==> config.mk <==
export PLATFORM = sky130hd
export DESIGN_NAME = nir_host
export DESIGN_NICKNAME = d
export VERILOG_FILES = /design/src/include/nir_pkg.sv /design/src/logic/nir_host.sv
export VERILOG_INCLUDE_DIRS = /design/src /design/src/include
export SDC_FILE = /design/constraint.sdc
export NUM_CORES = 1
export LEC_CHECK = 0
export BUFFER_PORTS_ARGS = -buffer_cell sky130_fd_sc_hd__buf_4
export CAP_MARGIN = 20
export CORE_ASPECT_RATIO = 0.9
export CORE_MARGIN = 4
export CORE_UTILIZATION = 30
export DETAILED_ROUTE_END_ITERATION = 8
export GPL_TIMING_DRIVEN = 0
export SLEW_MARGIN = 20
export SYNTH_ARGS = -nofsm -noshare
export SYNTH_HDL_FRONTEND = slang
export SYNTH_SLANG_ARGS = --single-unit
==> constraint.sdc <==
create_clock -name core_clk -period 9.8 [get_ports core_clk]
set_clock_uncertainty 0.1 [all_clocks]
set_input_delay 1.96 -clock core_clk [delete_from_list [all_inputs] [get_ports core_clk]]
set_output_delay 1.96 -clock core_clk [all_outputs]
set_load 0.005 [all_outputs]
==> src/include/nir_defines.svh <==
`ifndef NIR_DEFINES_SVH
`define NIR_DEFINES_SVH
// Summary of operation
// ID read is 90h, address 00h, five bytes
// address 20h returns four ONFI signature bytes
// descriptor byte two fields decoded
// descriptor byte three fields decoded
// descriptor byte four fields decoded
// status appears after 70h on later falling strobe
// status mode holds until next command
// status bits pass, cache fail, protect
// bit five tracks internal engine
// bit six tracks ready pin
// 78h plus row address gives plane status
// enhanced status bits shared or per plane
// no 78h during reset or OTP
// 7Ah plus three block address cycles
// protection output bit meanings
// solid lock freezes other protection
// x8 block address cycle layout
// x16 block address cycle layout
// status only with own CE and RE
// reset clears status to E0h
// write 00h to leave status mode
// ready pin low until data available
// x16 upper lines low in byte readouts
// lines float when strobes released

// flash commands, id addresses, onfi signature and reset status
`define NIR_CMD_READ        8'h00
`define NIR_CMD_ID          8'h90
`define NIR_CMD_STATUS      8'h70
`define NIR_CMD_ESTATUS     8'h78
`define NIR_CMD_PROT        8'h7a
`define NIR_CMD_RESET       8'hff
`define NIR_ID_ADDR_STD     8'h00
`define NIR_ID_ADDR_ONFI    8'h20
`define NIR_ONFI_SIG        32'h49464e4f
`define NIR_STATUS_RESET    8'he0
// apb register offsets
`define NIR_OFF_CTRL        12'h000
`define NIR_OFF_ADDR        12'h004
`define NIR_OFF_STAT        12'h008
`define NIR_OFF_DATA0       12'h00c
`define NIR_OFF_DATA1       12'h010
// ctrl fields
`define NIR_CTRL_GO         0
`define NIR_CTRL_OP_LSB     1
`define NIR_CTRL_X16        4
// stat fields
`define NIR_ST_BUSY         0
`define NIR_ST_DONE         1
`define NIR_ST_RDY          2
`define NIR_ST_ONFI         3
`define NIR_ST_LOCKED       4
`define NIR_ST_BLK_UNP      5
`define NIR_ST_REFUSED      6
// timing: strobe phase length in core cycles, 20 ns
`define NIR_T_STROBE_NS     20
`define NIR_CLK_NS          10
`define NIR_STROBE_CYC      ((`NIR_T_STROBE_NS + `NIR_CLK_NS - 1) / `NIR_CLK_NS)
`endif

==> src/include/nir_pkg.sv <==
package nir_pkg;
	typedef enum logic [2:0] {
		NIR_OP_ID     = 3'b000,
		NIR_OP_ONFI   = 3'b001,
		NIR_OP_STATUS = 3'b010,
		NIR_OP_ESTAT  = 3'b011,
		NIR_OP_PROT   = 3'b100,
		NIR_OP_RESET  = 3'b101,
		NIR_OP_READ   = 3'b110
	} nir_op_t;
	typedef enum logic [2:0] {
		NIR_S_IDLE  = 3'b000,
		NIR_S_CMD   = 3'b001,
		NIR_S_ADDR  = 3'b010,
		NIR_S_WAIT  = 3'b011,
		NIR_S_READ  = 3'b100,
		NIR_S_GAP   = 3'b101
	} nir_state_t;
endpackage

==> src/logic/nir_host.sv <==
// Design decisions made here: the APB interface to the registers and the register offsets.
`timescale 1ns/1ps
`include "nir_defines.svh"
module nir_host #(
	parameter int STROBE_CYC = `NIR_STROBE_CYC
) (
	input  wire logic        core_clk,      // 100 MHz
	input  wire logic        rst_n,         // async, active low
	input  wire logic        psel,          // apb select
	input  wire logic        penable,       // apb enable
	input  wire logic        pwrite,        // apb direction
	input  wire logic [11:0] paddr,         // apb byte address
	input  wire logic [31:0] pwdata,        // apb write data
	output logic      [31:0] prdata,        // apb read data
	output logic             pready,        // apb ready
	output logic             pslverr,       // apb error
	output logic             ce_n,          // chip enable
	output logic             cle,           // command latch
	output logic             ale,           // address latch
	output logic             we_n,          // write strobe
	output logic             read_strobe_n, // read strobe
	output logic      [15:0] io_out,        // io drive value
	output logic      [15:0] io_oe_n,       // io enable, low drives
	input  wire logic [15:0] io_in,         // io sampled value
	input  wire logic        rb_n           // ready/busy pin
);
	import nir_pkg::*;

	// elaboration check, phase timer is eight bits
	if (STROBE_CYC < 1 || STROBE_CYC > 255) begin : g_bad_strobe
		$error("STROBE_CYC out of range");
	end

	nir_state_t  state_reg, state_next;
	nir_op_t     op_reg, op_next;
	logic [7:0]  tmr_reg, tmr_next;
	logic [2:0]  cnt_reg, cnt_next;
	logic [2:0]  nadr_reg, nadr_next;
	logic [2:0]  nrd_reg, nrd_next;
	logic        ph_reg, ph_next;
	logic        x16_reg, x16_next;
	logic [23:0] addr_reg, addr_next;
	logic [63:0] data_reg, data_next;
	logic        done_reg, done_next;
	logic        refused_reg, refused_next;
	logic [7:0]  cmd_byte;
	logic [7:0]  adr_byte;
	logic        wr_acc, rd_acc;

	assign wr_acc  = psel && penable && pwrite;
	assign rd_acc  = psel && penable && !pwrite;
	assign pready  = 1'b1;
	assign pslverr = 1'b0;

	// command byte of each operation
	function automatic logic [7:0] op_cmd(input nir_op_t op);
		case (op)
			NIR_OP_ID:     op_cmd = `NIR_CMD_ID;
			NIR_OP_ONFI:   op_cmd = `NIR_CMD_ID;
			NIR_OP_STATUS: op_cmd = `NIR_CMD_STATUS;
			NIR_OP_ESTAT:  op_cmd = `NIR_CMD_ESTATUS;
			NIR_OP_PROT:   op_cmd = `NIR_CMD_PROT;
			NIR_OP_RESET:  op_cmd = `NIR_CMD_RESET;
			// read op sends 00h
			default:       op_cmd = `NIR_CMD_READ;
		endcase
	endfunction

	// block address byte k, x8 layout also used for x16; addr holds block bits
	function automatic logic [7:0] blk_byte(input logic [23:0] a, input logic [2:0] k,
		input logic w16);
		logic [10:0] b;
		b = a[10:0];
		case (k)
			3'd0:    blk_byte = {b[1:0], 6'h00};
			3'd1:    blk_byte = b[9:2];
			3'd2:    blk_byte = {7'h00, b[10]};
			default: blk_byte = 8'h00;
		endcase
		if (w16) begin
			blk_byte = blk_byte;
		end
	endfunction

	assign cmd_byte = op_cmd(op_reg);

	// address byte of the cycle the pins enter next, so io settles with the low phase
	always_comb begin
		adr_byte = 8'h00;
		case (op_reg)
			NIR_OP_ID:    adr_byte = `NIR_ID_ADDR_STD;
			NIR_OP_ONFI:  adr_byte = `NIR_ID_ADDR_ONFI;
			// block cycles
			NIR_OP_PROT,
			NIR_OP_ESTAT: adr_byte = blk_byte(addr_reg, cnt_next, x16_reg);
			default:      adr_byte = 8'h00;
		endcase
	end

	// sequencer next state
	always_comb begin
		state_next   = state_reg;
		op_next      = op_reg;
		tmr_next     = tmr_reg;
		cnt_next     = cnt_reg;
		nadr_next    = nadr_reg;
		nrd_next     = nrd_reg;
		ph_next      = ph_reg;
		x16_next     = x16_reg;
		addr_next    = addr_reg;
		data_next    = data_reg;
		done_next    = done_reg;
		refused_next = refused_reg;
		if (wr_acc && paddr == `NIR_OFF_ADDR) begin
			addr_next = pwdata[23:0];
		end
		if (wr_acc && paddr == `NIR_OFF_CTRL && pwdata[`NIR_CTRL_GO]) begin
			if (state_reg != NIR_S_IDLE) begin
				refused_next = 1'b1;
			end else if (nir_op_t'(pwdata[`NIR_CTRL_OP_LSB +: 3]) == NIR_OP_ESTAT
				&& !rb_n) begin
				// no plane status while busy
				refused_next = 1'b1;
			end else begin
				op_next      = nir_op_t'(pwdata[`NIR_CTRL_OP_LSB +: 3]);
				x16_next     = pwdata[`NIR_CTRL_X16];
				done_next    = 1'b0;
				refused_next = 1'b0;
				state_next   = NIR_S_CMD;
				tmr_next     = 8'(STROBE_CYC);
				ph_next      = 1'b0;
				cnt_next     = 3'd0;
				data_next    = 64'h0;
				// cycle counts
				case (nir_op_t'(pwdata[`NIR_CTRL_OP_LSB +: 3]))
					NIR_OP_ID:     begin nadr_next = 3'd1; nrd_next = 3'd5; end
					NIR_OP_ONFI:   begin nadr_next = 3'd1; nrd_next = 3'd4; end
					NIR_OP_STATUS: begin nadr_next = 3'd0; nrd_next = 3'd1; end
					NIR_OP_ESTAT:  begin nadr_next = 3'd3; nrd_next = 3'd1; end
					NIR_OP_PROT:   begin nadr_next = 3'd3; nrd_next = 3'd1; end
					default:       begin nadr_next = 3'd0; nrd_next = 3'd0; end
				endcase
			end
		end
		// advance the transfer; a refused request does not stall it
		if (state_reg != NIR_S_IDLE) begin
			if (tmr_reg > 8'd1) begin
				tmr_next = tmr_reg - 8'd1;
			end else begin
				tmr_next = 8'(STROBE_CYC);
				ph_next  = !ph_reg;
				case (state_reg)
					NIR_S_CMD: if (ph_reg) begin
						cnt_next   = 3'd0;
						ph_next    = 1'b0;
						state_next = (nadr_reg != 3'd0) ? NIR_S_ADDR : NIR_S_WAIT;
					end
					NIR_S_ADDR: if (ph_reg) begin
						ph_next = 1'b0;
						if (cnt_reg + 3'd1 == nadr_reg) begin
							cnt_next   = 3'd0;
							state_next = NIR_S_WAIT;
						end else begin
							cnt_next = cnt_reg + 3'd1;
						end
					end
					NIR_S_WAIT: begin
						ph_next = 1'b0;
						// wait for ready pin
						if (rb_n) begin
							state_next = (nrd_reg != 3'd0) ? NIR_S_READ : NIR_S_GAP;
						end
					end
					NIR_S_READ: if (ph_reg) begin
						ph_next = 1'b0;
						if (cnt_reg + 3'd1 == nrd_reg) begin
							state_next = NIR_S_GAP;
						end else begin
							cnt_next = cnt_reg + 3'd1;
						end
					end else begin
						// low byte sampled, R3 R4 R5 R8 bytes kept raw
						data_next = data_reg | (64'(io_in[7:0]) << {cnt_reg, 3'b000});
					end
					NIR_S_GAP: begin
						ph_next    = 1'b0;
						state_next = NIR_S_IDLE;
						done_next  = 1'b1;
					end
					default: state_next = NIR_S_IDLE;
				endcase
			end
		end
	end

	// sequencer registers
	always_ff @(posedge core_clk or negedge rst_n) begin
		if (!rst_n) begin
			state_reg   <= NIR_S_IDLE;
			op_reg      <= NIR_OP_ID;
			tmr_reg     <= 8'h01;
			cnt_reg     <= 3'd0;
			nadr_reg    <= 3'd0;
			nrd_reg     <= 3'd0;
			ph_reg      <= 1'b0;
			x16_reg     <= 1'b0;
			addr_reg    <= 24'h0;
			data_reg    <= 64'h0;
			done_reg    <= 1'b0;
			refused_reg <= 1'b0;
		end else begin
			state_reg   <= state_next;
			op_reg      <= op_next;
			tmr_reg     <= tmr_next;
			cnt_reg     <= cnt_next;
			nadr_reg    <= nadr_next;
			nrd_reg     <= nrd_next;
			ph_reg      <= ph_next;
			x16_reg     <= x16_next;
			addr_reg    <= addr_next;
			data_reg    <= data_next;
			done_reg    <= done_next;
			refused_reg <= refused_next;
		end
	end

	// pin drive, registered off the next state
	always_ff @(posedge core_clk or negedge rst_n) begin
		if (!rst_n) begin
			ce_n          <= 1'b1;
			cle           <= 1'b0;
			ale           <= 1'b0;
			we_n          <= 1'b1;
			read_strobe_n <= 1'b1;
			io_out        <= 16'h0000;
			io_oe_n       <= 16'hffff;
		end else begin
			// ce held low only for own transfer
			ce_n          <= (state_next == NIR_S_IDLE);
			cle           <= (state_next == NIR_S_CMD);
			ale           <= (state_next == NIR_S_ADDR);
			we_n          <= !((state_next == NIR_S_CMD || state_next == NIR_S_ADDR)
				&& !ph_next);
			// read strobe falls after ce
			read_strobe_n <= !(state_next == NIR_S_READ && !ph_next);
			io_out        <= {8'h00, (state_next == NIR_S_CMD) ? op_cmd(op_next) : adr_byte};
			// released while reading
			io_oe_n       <= (state_next == NIR_S_CMD || state_next == NIR_S_ADDR) ?
				16'h0000 : 16'hffff;
		end
	end

	// apb read mux
	always_comb begin
		prdata = 32'h0;
		case (paddr)
			`NIR_OFF_CTRL:  prdata = {27'h0, x16_reg, op_reg, 1'b0};
			`NIR_OFF_ADDR:  prdata = {8'h00, addr_reg};
			`NIR_OFF_STAT:  begin
				prdata[`NIR_ST_BUSY]    = (state_reg != NIR_S_IDLE);
				prdata[`NIR_ST_DONE]    = done_reg;
				prdata[`NIR_ST_RDY]     = rb_n;
				// signature check
				prdata[`NIR_ST_ONFI]    = (data_reg[31:0] == `NIR_ONFI_SIG);
				// protection decode
				prdata[`NIR_ST_LOCKED]  = (data_reg[1:0] == 2'b01);
				prdata[`NIR_ST_BLK_UNP] = data_reg[2];
				prdata[`NIR_ST_REFUSED] = refused_reg;
			end
			`NIR_OFF_DATA0: prdata = data_reg[31:0];
			`NIR_OFF_DATA1: prdata = data_reg[63:32];
			default:        prdata = 32'h0;
		endcase
		if (!rd_acc) begin
			prdata = 32'h0;
		end
	end

	// status and id bytes kept raw, software decodes the fields

	// R19 reads only with ce low
	AST_RE_NEEDS_CE: assert property (@(posedge core_clk) disable iff (!rst_n)
		!read_strobe_n |-> !ce_n) else $error("read strobe without ce");
	// no drive while reading
	AST_NO_DRIVE_RD: assert property (@(posedge core_clk) disable iff (!rst_n)
		!read_strobe_n |-> io_oe_n == 16'hffff) else $error("drive during read");
	// id command byte
	AST_ID_CMD: assert property (@(posedge core_clk) disable iff (!rst_n)
		(cle && !io_oe_n[0] && op_reg == NIR_OP_ID) |-> io_out[7:0] == 8'h90)
		else $error("bad id command");
	// onfi address
	AST_ONFI_ADR: assert property (@(posedge core_clk) disable iff (!rst_n)
		(ale && op_reg == NIR_OP_ONFI) |-> io_out[7:0] == 8'h20)
		else $error("bad onfi address");
	// prot command
	AST_PROT_CMD: assert property (@(posedge core_clk) disable iff (!rst_n)
		(cle && op_reg == NIR_OP_PROT) |-> io_out[7:0] == 8'h7a)
		else $error("bad prot command");
	// x8 cycle three upper lines low
	AST_BLK3: assert property (@(posedge core_clk) disable iff (!rst_n)
		(ale && cnt_reg == 3'd2) |-> io_out[7:1] == 7'h00) else $error("blk3 bits");
	// upper lines low
	AST_UPPER_LOW: assert property (@(posedge core_clk) disable iff (!rst_n)
		ale |-> io_out[15:8] == 8'h00) else $error("upper lines driven");
	// plane status refused when busy
	AST_ESTAT_BUSY: assert property (@(posedge core_clk) disable iff (!rst_n)
		(wr_acc && paddr == `NIR_OFF_CTRL && pwdata[0] && pwdata[3:1] == 3'b011 && !rb_n
		&& state_reg == NIR_S_IDLE) |=> refused_reg && state_reg == NIR_S_IDLE)
		else $error("estat while busy");
	// no read before ready
	AST_WAIT_RDY: assert property (@(posedge core_clk) disable iff (!rst_n)
		(state_reg == NIR_S_WAIT && !rb_n) |=> state_reg != NIR_S_READ)
		else $error("read while busy");
endmodule

After elaboration in Yosys (flattened, before gate mapping)
Cells that the tools add are included. W data, S select, Z words.

Register bits: 144. Output and inout port bits: 71. Input port bits: 66. ROM bits: 0. Latch bits: 0. Bits in writable memories: 0. Memories kept: 0. Word-level logic and storage cells: 155.

Shift-type cells: 1. Add/subtract/negate cells: 2. Muxes and demuxes: 64. Bitwise gates (word level): 3. Eq/ne operators: 31. $mul: 0. Reduce and logical (&&, ||, !) cells: 34. Divide/modulo/power cells: 0. Order comparisons: 1.

Operators with widths (count): $mux W64 (7); $pmux W25 S3 (1); $mux W3 (24); $or A64 B64 Y64 (1); $shl A8 B6 Y64 (1); $mux W8 (5); $pmux W8 S5 (1); $pmux W7 S5 (1); $eq A32 B31 Y1 const B (1); $mux W32 (1); $eq A3 B2 Y1 const B (9); $eq A12 B4 Y1 const B (2); $pmux W8 S3 (1); $eq A3 B3 Y1 const B (7); $eq A3 B1 Y1 const B (6); $pmux W3 S3 (2); $mux W1 (16); $mux W16 (1); $pmux W8 S2 (1); $eq A12 B3 Y1 const B (1); $eq A12 B5 Y1 const B (1); $logic_not A12 Y1 (1); $logic_not A3 Y1 (4); $pmux W3 S4 (1); other kinds (18) (40).

Logic depth before layout (Yosys ltp)
Gate-level depths: netlist of the first run.

Depth after elaboration: 14. Depth in mapped cells: 12. Gate-level depth less buffers: 11.

Least setup slack after synthesis of the first run
No wires, ideal clock.

Path type: input port to output port. From: input port paddr[0]. To: output port prdata[4]. Setup slack: 3.906 ns. Required time: 7.740 ns. Path buffers: 0. Stages on the path: 6. Data arrival time: 3.834 ns. Cell sequence: or4_4 nor4_1 nand2_1 nor2_1 a222oi_1 nor2_1.

Cells in the longest elaborated chain, start to end: 3. Elaborated cells between the ends (all ways): 7. Those cells by class: eq/ne: 4; mux: 2; reduce/logical: 1.

Ends and longest elaborated chain: start, declared (line nir_host.sv:12) `input wire logic [11:0] paddr,`; $eq A12 B5 Y1, or another cell as far along (line nir_host.sv:256) `case (paddr)`; $pmux W7 S5 * (line nir_host.sv:256); $mux W32 * (line nir_host.sv:274) `if (!rd_acc) begin`; end, declared (line nir_host.sv:14) `output logic [31:0] prdata,`.

Every way passes the cells marked *; elsewhere a longest branch is shown, timed or not.

Worst setup path in the final report of the first run
Ends and elaborated chain as after synthesis.

==> results.yml, run 1 <==
yosys:
  synth_area_per_cell_sq_um: 9.40
  synth_edf_count: 0
  synth_cell_types: 61
  synth_flop_cell: "dfrtp_1"
  yosysMostFrequentCell: "dfrtp_1"
  syn_inst: 685
  synth_area_leaders: "dfrtp_1 47%, o21ai_0 6.6%, nand2_1 6.0%, mux2_2 5.4%, nor2_1 4.3%"
  synth-seq-area-share_pct: 49.4
  synth_area_sq_mm: 0.00644
  synth.ff_latch_count: 127
  synthArstFlopShare_pct: 100
  yosys-top-cells-count: "122 x dfrtp_1, 103 x nand2_1, 85 x o21ai_0"
  yosys.area.top_type: "dfrtp_1"
  synth_top_area_share_pct: 47.4
  yosys_warnings: 0
sta:
  setup_viol: 0
  clock.fmax_mhz: 143
  grt_setup_unrepaired: "false"
  fin_tns_setup_ns: 0
  maxSlewViolCount: 0
  holdWs_ns: 0.377
  post-route-period-util_pct: 71.2
  max_slew_margin_pct: 42.7
  finalCriticalPeriod_ns: 6.98
  hold_viol_final: 0
  worst_pin_slew_ns: 0.852
layout:
  largest_reg_flops: 64
  antenna_cells: 0
  drive_above_1_share_pct: 26.5
  area_delta_synth_final_pct: 28.8
  nets: 891
setup_path:
  path_delay_family: "simple AND/OR/NAND/NOR gates"
  crit_buf_inv: 2
  cpPeakStageDelay_ns: 0.72
  critical_path_peak_fanout: 10
  r2r-start: "tmr_reg[4]"
  required_ns: 7.74
  r2r-end: "io_out[1]"
  critPathArrivalTime_ns: 4.92
  cp_cell_sequence: "buf_4, or4_4, nor4_1, nand2_1, nor2_1, a222oi_1, nor2_1, buf_4"
  crit_type: "in2out"
  worstSetupEndpointType: "output pin"
  cp_num_cells: 8
  cp_slowest_cell: "nor4_1"
  startpoint_type: "input port"
  reg2regPathDepth: 9
  regToRegSetupSlack_ns: 6.41
global_routing:
  overflow: 0
  gr-usage-all-layers_pct: 16.8
  antenna_found_initial: 0
  grt_first_pass_wirelength_mm: 31.0
  grt_pass1_vias: 5336
  grt_max_degree: 89
power:
  p_leak_uw: 0.00371
  ir_drop_mv: 0.109
  power_density_mw_per_mm2: 150
  p_total_uw: 1250
clock_tree:
  cts_setup_buffers: 0
  tritoncts: "done"
  hold_buffers: 0
  clock_path_buffers: 2
  clkTransAtPathRegs_ns: 0.06
  clockRootBuffer: "clkbuf_16"
  cts_resized: 0
  cts_max_level: 4
  clock_latency_ns: 0.42
  cts_sinks: 127
  cts_made_buffers: 17
die:
  fp.dieH_um: 147
  io_pins: 137
  die_w_um: 162
  initial_utilization_pct: 30.7
  core_sq_mm: 0.0210
  rows: 50
  die_area_sq_mm: 0.0239
routing:
  drt-pass1-iter-count: 7
  wl_per_cell_um: 18.0
  via_count: 5672
  routed_via_density: 5.06
  drc_errors: 0
  first_iter_violations: 556
  drt_wl_total_mm: 20.1
  antenna_left: 0
place:
  io_buffer_count: 109
  routabilityCongestion: 0.872
  hpwl_mm: 15.1
min_path:
  min_from: "data_reg[60]"
  whs_path_depth: 2
  hold_path_class: "reg2reg"
  hold_path_end: "data_reg[60]"
run:
  drv_cap: 0
status:
  run_status: "finished, final reports clean"
-- worst max path at each step --
stage	from	end	slack [ns]
after floorplan	paddr[0]	prdata[4]	3.91
after global placement	paddr[0]	prdata[4]	2.91
after detailed placement	paddr[0]	prdata[4]	2.85
after CTS	paddr[0]	prdata[4]	2.85
after global routing	paddr[0]	prdata[4]	2.68
final	paddr[0]	prdata[4]	2.82
-- per-stage QoR --
| step | instance area, sq um | utilization (%) | std cells | setup WS (ns) |
|---|---|---|---|---|
| after floorplan | 6470 | - | 693 | 3.91 |
| after global placement | 7650 | 36.5 | 1088 | 2.91 |
| after detailed placement | 7690 | 36.7 | 1089 | 2.85 |
| after CTS | 8290 | 39.5 | 1121 | 2.85 |
| after global routing | 8290 | 39.6 | 1121 | 2.68 |
| final | 8290 | 39.6 | 1121 | 2.82 |
-- per-layer routing --
layer	vias up	track usage, %	share of wire (%)
li1	2662	-	-
met1	2798	24.3	47
met2	194	25.3	45
met3	18	3.93	6.9
met4	0	4.23	1.2
met5	-	0	0
-- layout make-up --
| cell class | instances | area (sq um) |
|---|---|---|
| clock buffer | 22 | 464 |
| sequential | 127 | 3180 |
| clock inverter | 10 | 136 |
| tap | 286 | 358 |
| multi-input combinational | 493 | 2920 |
| buffer | 62 | 333 |
| timing repair buffer | 110 | 853 |
| inverter | 11 | 41.3 |
| fill | 2093 | 12700 |
-- power by group --
part / internal (uW) / leakage, uW / total [uW] / switching, uW
logic: 25.6 / 0.00179 / 61.0 / 35.4
registers: 532 / 0.00163 / 538 / 5.95
clock network: 412 / 0.000286 / 648 / 236
-- cells in the final DEF, fill, tap and decap left out, types with 17 or more instances in the layout --
cell	n
nand2_1	103
a21oi_1	24
clkbuf_16	17
nor2_1	73
o21ai_0	85
clkbuf_1	34
dfrtp_1	122
mux2i_1	23
mux2_2	31
buf_4	133
-- worst register-to-register path: cells and delay by family (launching register included) --
family                 cells  cell delay [ns]
AO/OA/AOI/OAI              2             0.51
AND/OR/NAND/NOR            6             2.15
flip-flops                 1             0.42
buffers and inverters      1             0.15
-- cells by family after synthesis --
kind of cell             Yosys count  share of synthesized area (%)
multiplexers                      54                           9.00
other                              2                          0.117
flip-flops                       127                           49.4
AND/OR/NAND/NOR                  255                           18.5
AO/OA/AOI/OAI                    166                           15.6
XOR/XNOR                           5                          0.913
buffers and inverters             73                           5.81
adder cells (fa/ha/maj)            3                          0.583
Power figures use the tool's default switching activity.
==> inputs of run 2 (changes only) <==
ABC_AREA = 1   (was default)
clock period = 5.76 ns   (was 9.8 ns; I/O delays follow)
==> run 2 against run 1 <==
Against the previous run: worst hold slack improved by 0.0099 ns; global-route usage increased by 0.26 points; via count increased by 9.5%; count of clock-buffer cells in the layout decreased by 5; clock power increased by 74%; largest cell class unchanged; combinational power increased by 16%; critical path depth increased by 2; largest power group unchanged; first-iteration DRC count increased by 11%; sequential cell count unchanged; sequential share of layout area decreased by 1.6 points.
==> results.yml, run 2 <==
yosys:
  synth_cell_types: 46
  yosysMostFrequentCell: "nand2_1"
  yosys-top-cells-count: "124 x nand2_1, 122 x dfrtp_1, 99 x inv_1"
  synth_area_per_cell_sq_um: 8.49
  synth-seq-area-share_pct: 46.9
  yosys_warnings: 0
  syn_inst: 800
  synth_edf_count: 0
  synth_top_area_share_pct: 45.0
  synth_area_leaders: "dfrtp_1 45%, nand2_1 6.9%, o22ai_1 6.1%, inv_1 5.5%, nand4_1 4.0%"
  synthArstFlopShare_pct: 100
  synth.ff_latch_count: 127
  synth_area_sq_mm: 0.00679
  synth_flop_cell: "dfrtp_1"
  yosys.area.top_type: "dfrtp_1"
power:
  ir_drop_mv: 0.214
  p_total_uw: 2100
  p_leak_uw: 0.00422
  power_density_mw_per_mm2: 242
routing:
  wl_per_cell_um: 17.3
  first_iter_violations: 617
  antenna_left: 0
  drt_wl_total_mm: 21.4
  routed_via_density: 5.01
  drt-pass1-iter-count: 5
  via_count: 6210
  drc_errors: 0
sta:
  post-route-period-util_pct: 79.9
  finalCriticalPeriod_ns: 4.60
  hold_viol_final: 0
  max_slew_margin_pct: 49.2
  maxSlewViolCount: 0
  worst_pin_slew_ns: 0.757
  clock.fmax_mhz: 217
  fin_tns_setup_ns: 0
  grt_setup_unrepaired: "false"
  setup_viol: 0
clock_tree:
  cts_max_level: 4
  cts_sinks: 127
  clockRootBuffer: "clkbuf_16"
  clkTransAtPathRegs_ns: 0.06
  tritoncts: "done"
  hold_buffers: 0
  clock_latency_ns: 0.42
  clock_path_buffers: 2
  cts_made_buffers: 17
  cts_resized: 0
  cts_setup_buffers: 0
setup_path:
  critPathArrivalTime_ns: 3.35
  worstSetupEndpointType: "output pin"
  required_ns: 4.51
  startpoint_type: "input port"
  critical_path_peak_fanout: 10
  reg2regPathDepth: 18
  crit_type: "in2out"
place:
  io_buffer_count: 110
  hpwl_mm: 16.0
  routabilityCongestion: 0.886
layout:
  nets: 1007
  antenna_cells: 0
  layout_commonest_cell: "buf_4"
  area_delta_synth_final_pct: 27.5
  mostFrequentLayoutCells: "135 x buf_4, 124 x nand2_1, 122 x dfrtp_1"
  drive_above_1_share_pct: 26.0
  largest_reg_flops: 64
die:
  die_area_sq_mm: 0.0251
  fp.dieH_um: 151
  core_sq_mm: 0.0220
  io_pins: 137
  rows: 51
  initial_utilization_pct: 30.9
  die_w_um: 167
global_routing:
  antenna_found_initial: 0
  gr-usage-all-layers_pct: 17.0
  grt_first_pass_wirelength_mm: 33.5
  grt_pass1_vias: 5963
  grt_max_degree: 75
  overflow: 0
min_path:
  hold_path_class: "reg2reg"
  whs_path_depth: 2
run:
  drv_cap: 0
status:
  run_status: "finished, final reports clean"
run 2: critical path: stages:
cell      delay (ns)
buf_4           0.11
inv_1           0.07
nand3_1         0.10
nor2_1          0.05
nand2_1         0.10
inv_1           0.13
o21ai_1         0.64
clkbuf_1        0.60
a21oi_1         0.19
buf_4           0.20
run 2: final cells by class:
| type | instances | area [sq um] |
|---|---|---|
| plain buffers | 59 | 337 |
| clock buffers | 17 | 425 |
| clock inverters | 13 | 190 |
| fillers | 2283 | 13300 |
| inverters | 107 | 404 |
| multi-input cells | 515 | 2900 |
| flip-flops and latches | 127 | 3180 |
| well taps | 291 | 364 |
| repair buffers | 111 | 861 |
run 2: through the flow:
step / utilization [%] / std cells / hold slack, ns / setup WS, ns / area (sq um)
after floorplan: - / 808 / 0.352 / 2.15 / 6820
after global placement: 36.5 / 1209 / 0.373 / 1.26 / 8010
after detailed placement: 36.7 / 1210 / 0.374 / 1.23 / 8050
after CTS: 39.5 / 1240 / 0.389 / 1.21 / 8660
after global routing: 39.5 / 1240 / 0.411 / 1.06 / 8660
final: 39.5 / 1240 / 0.387 / 1.16 / 8660
run 2: path summary, 6_finish.rpt:
path                               from      endpoint  slack [ns]
hold reg to reg            data_reg[60]  data_reg[60]        0.39
hold / removal             data_reg[60]  data_reg[60]        0.39
min in group asynchronous         rst_n    tmr_reg[3]        0.53
max in group asynchronous         rst_n  addr_reg[13]        4.31
setup reg to reg             tmr_reg[0]     io_out[7]        3.42
setup / recovery               paddr[3]    prdata[30]        1.16
run 2: power breakdown:
part	internal (uW)	total, uW	leakage, uW	switching, uW
logic	30.5	70.8	0.00249	40.3
registers	893	893	0.00144	0.187
clock network	721	1130	0.000288	412
run 2: kinds of logic after synthesis:
logic type	count (synthesis)	share of synthesized area [%]
AO/OA/AOI/OAI	169	14.6
adder cells (fa/ha/maj)	3	0.553
AND/OR/NAND/NOR	308	23.0
flip-flops	127	46.9
XOR/XNOR	7	0.903
multiplexers	18	2.98
buffers and inverters	166	10.9
other	2	0.111
run 2: routing by layer:
layer  share of wire (%)  global-route usage (%)  up-vias
li1                    -                       -     2978
met5                   0                       0        -
met1                  46                    23.9     2936
met3                 6.7                    4.17       52
met4                 3.0                    6.95        0
met2                  44                    25.2      244
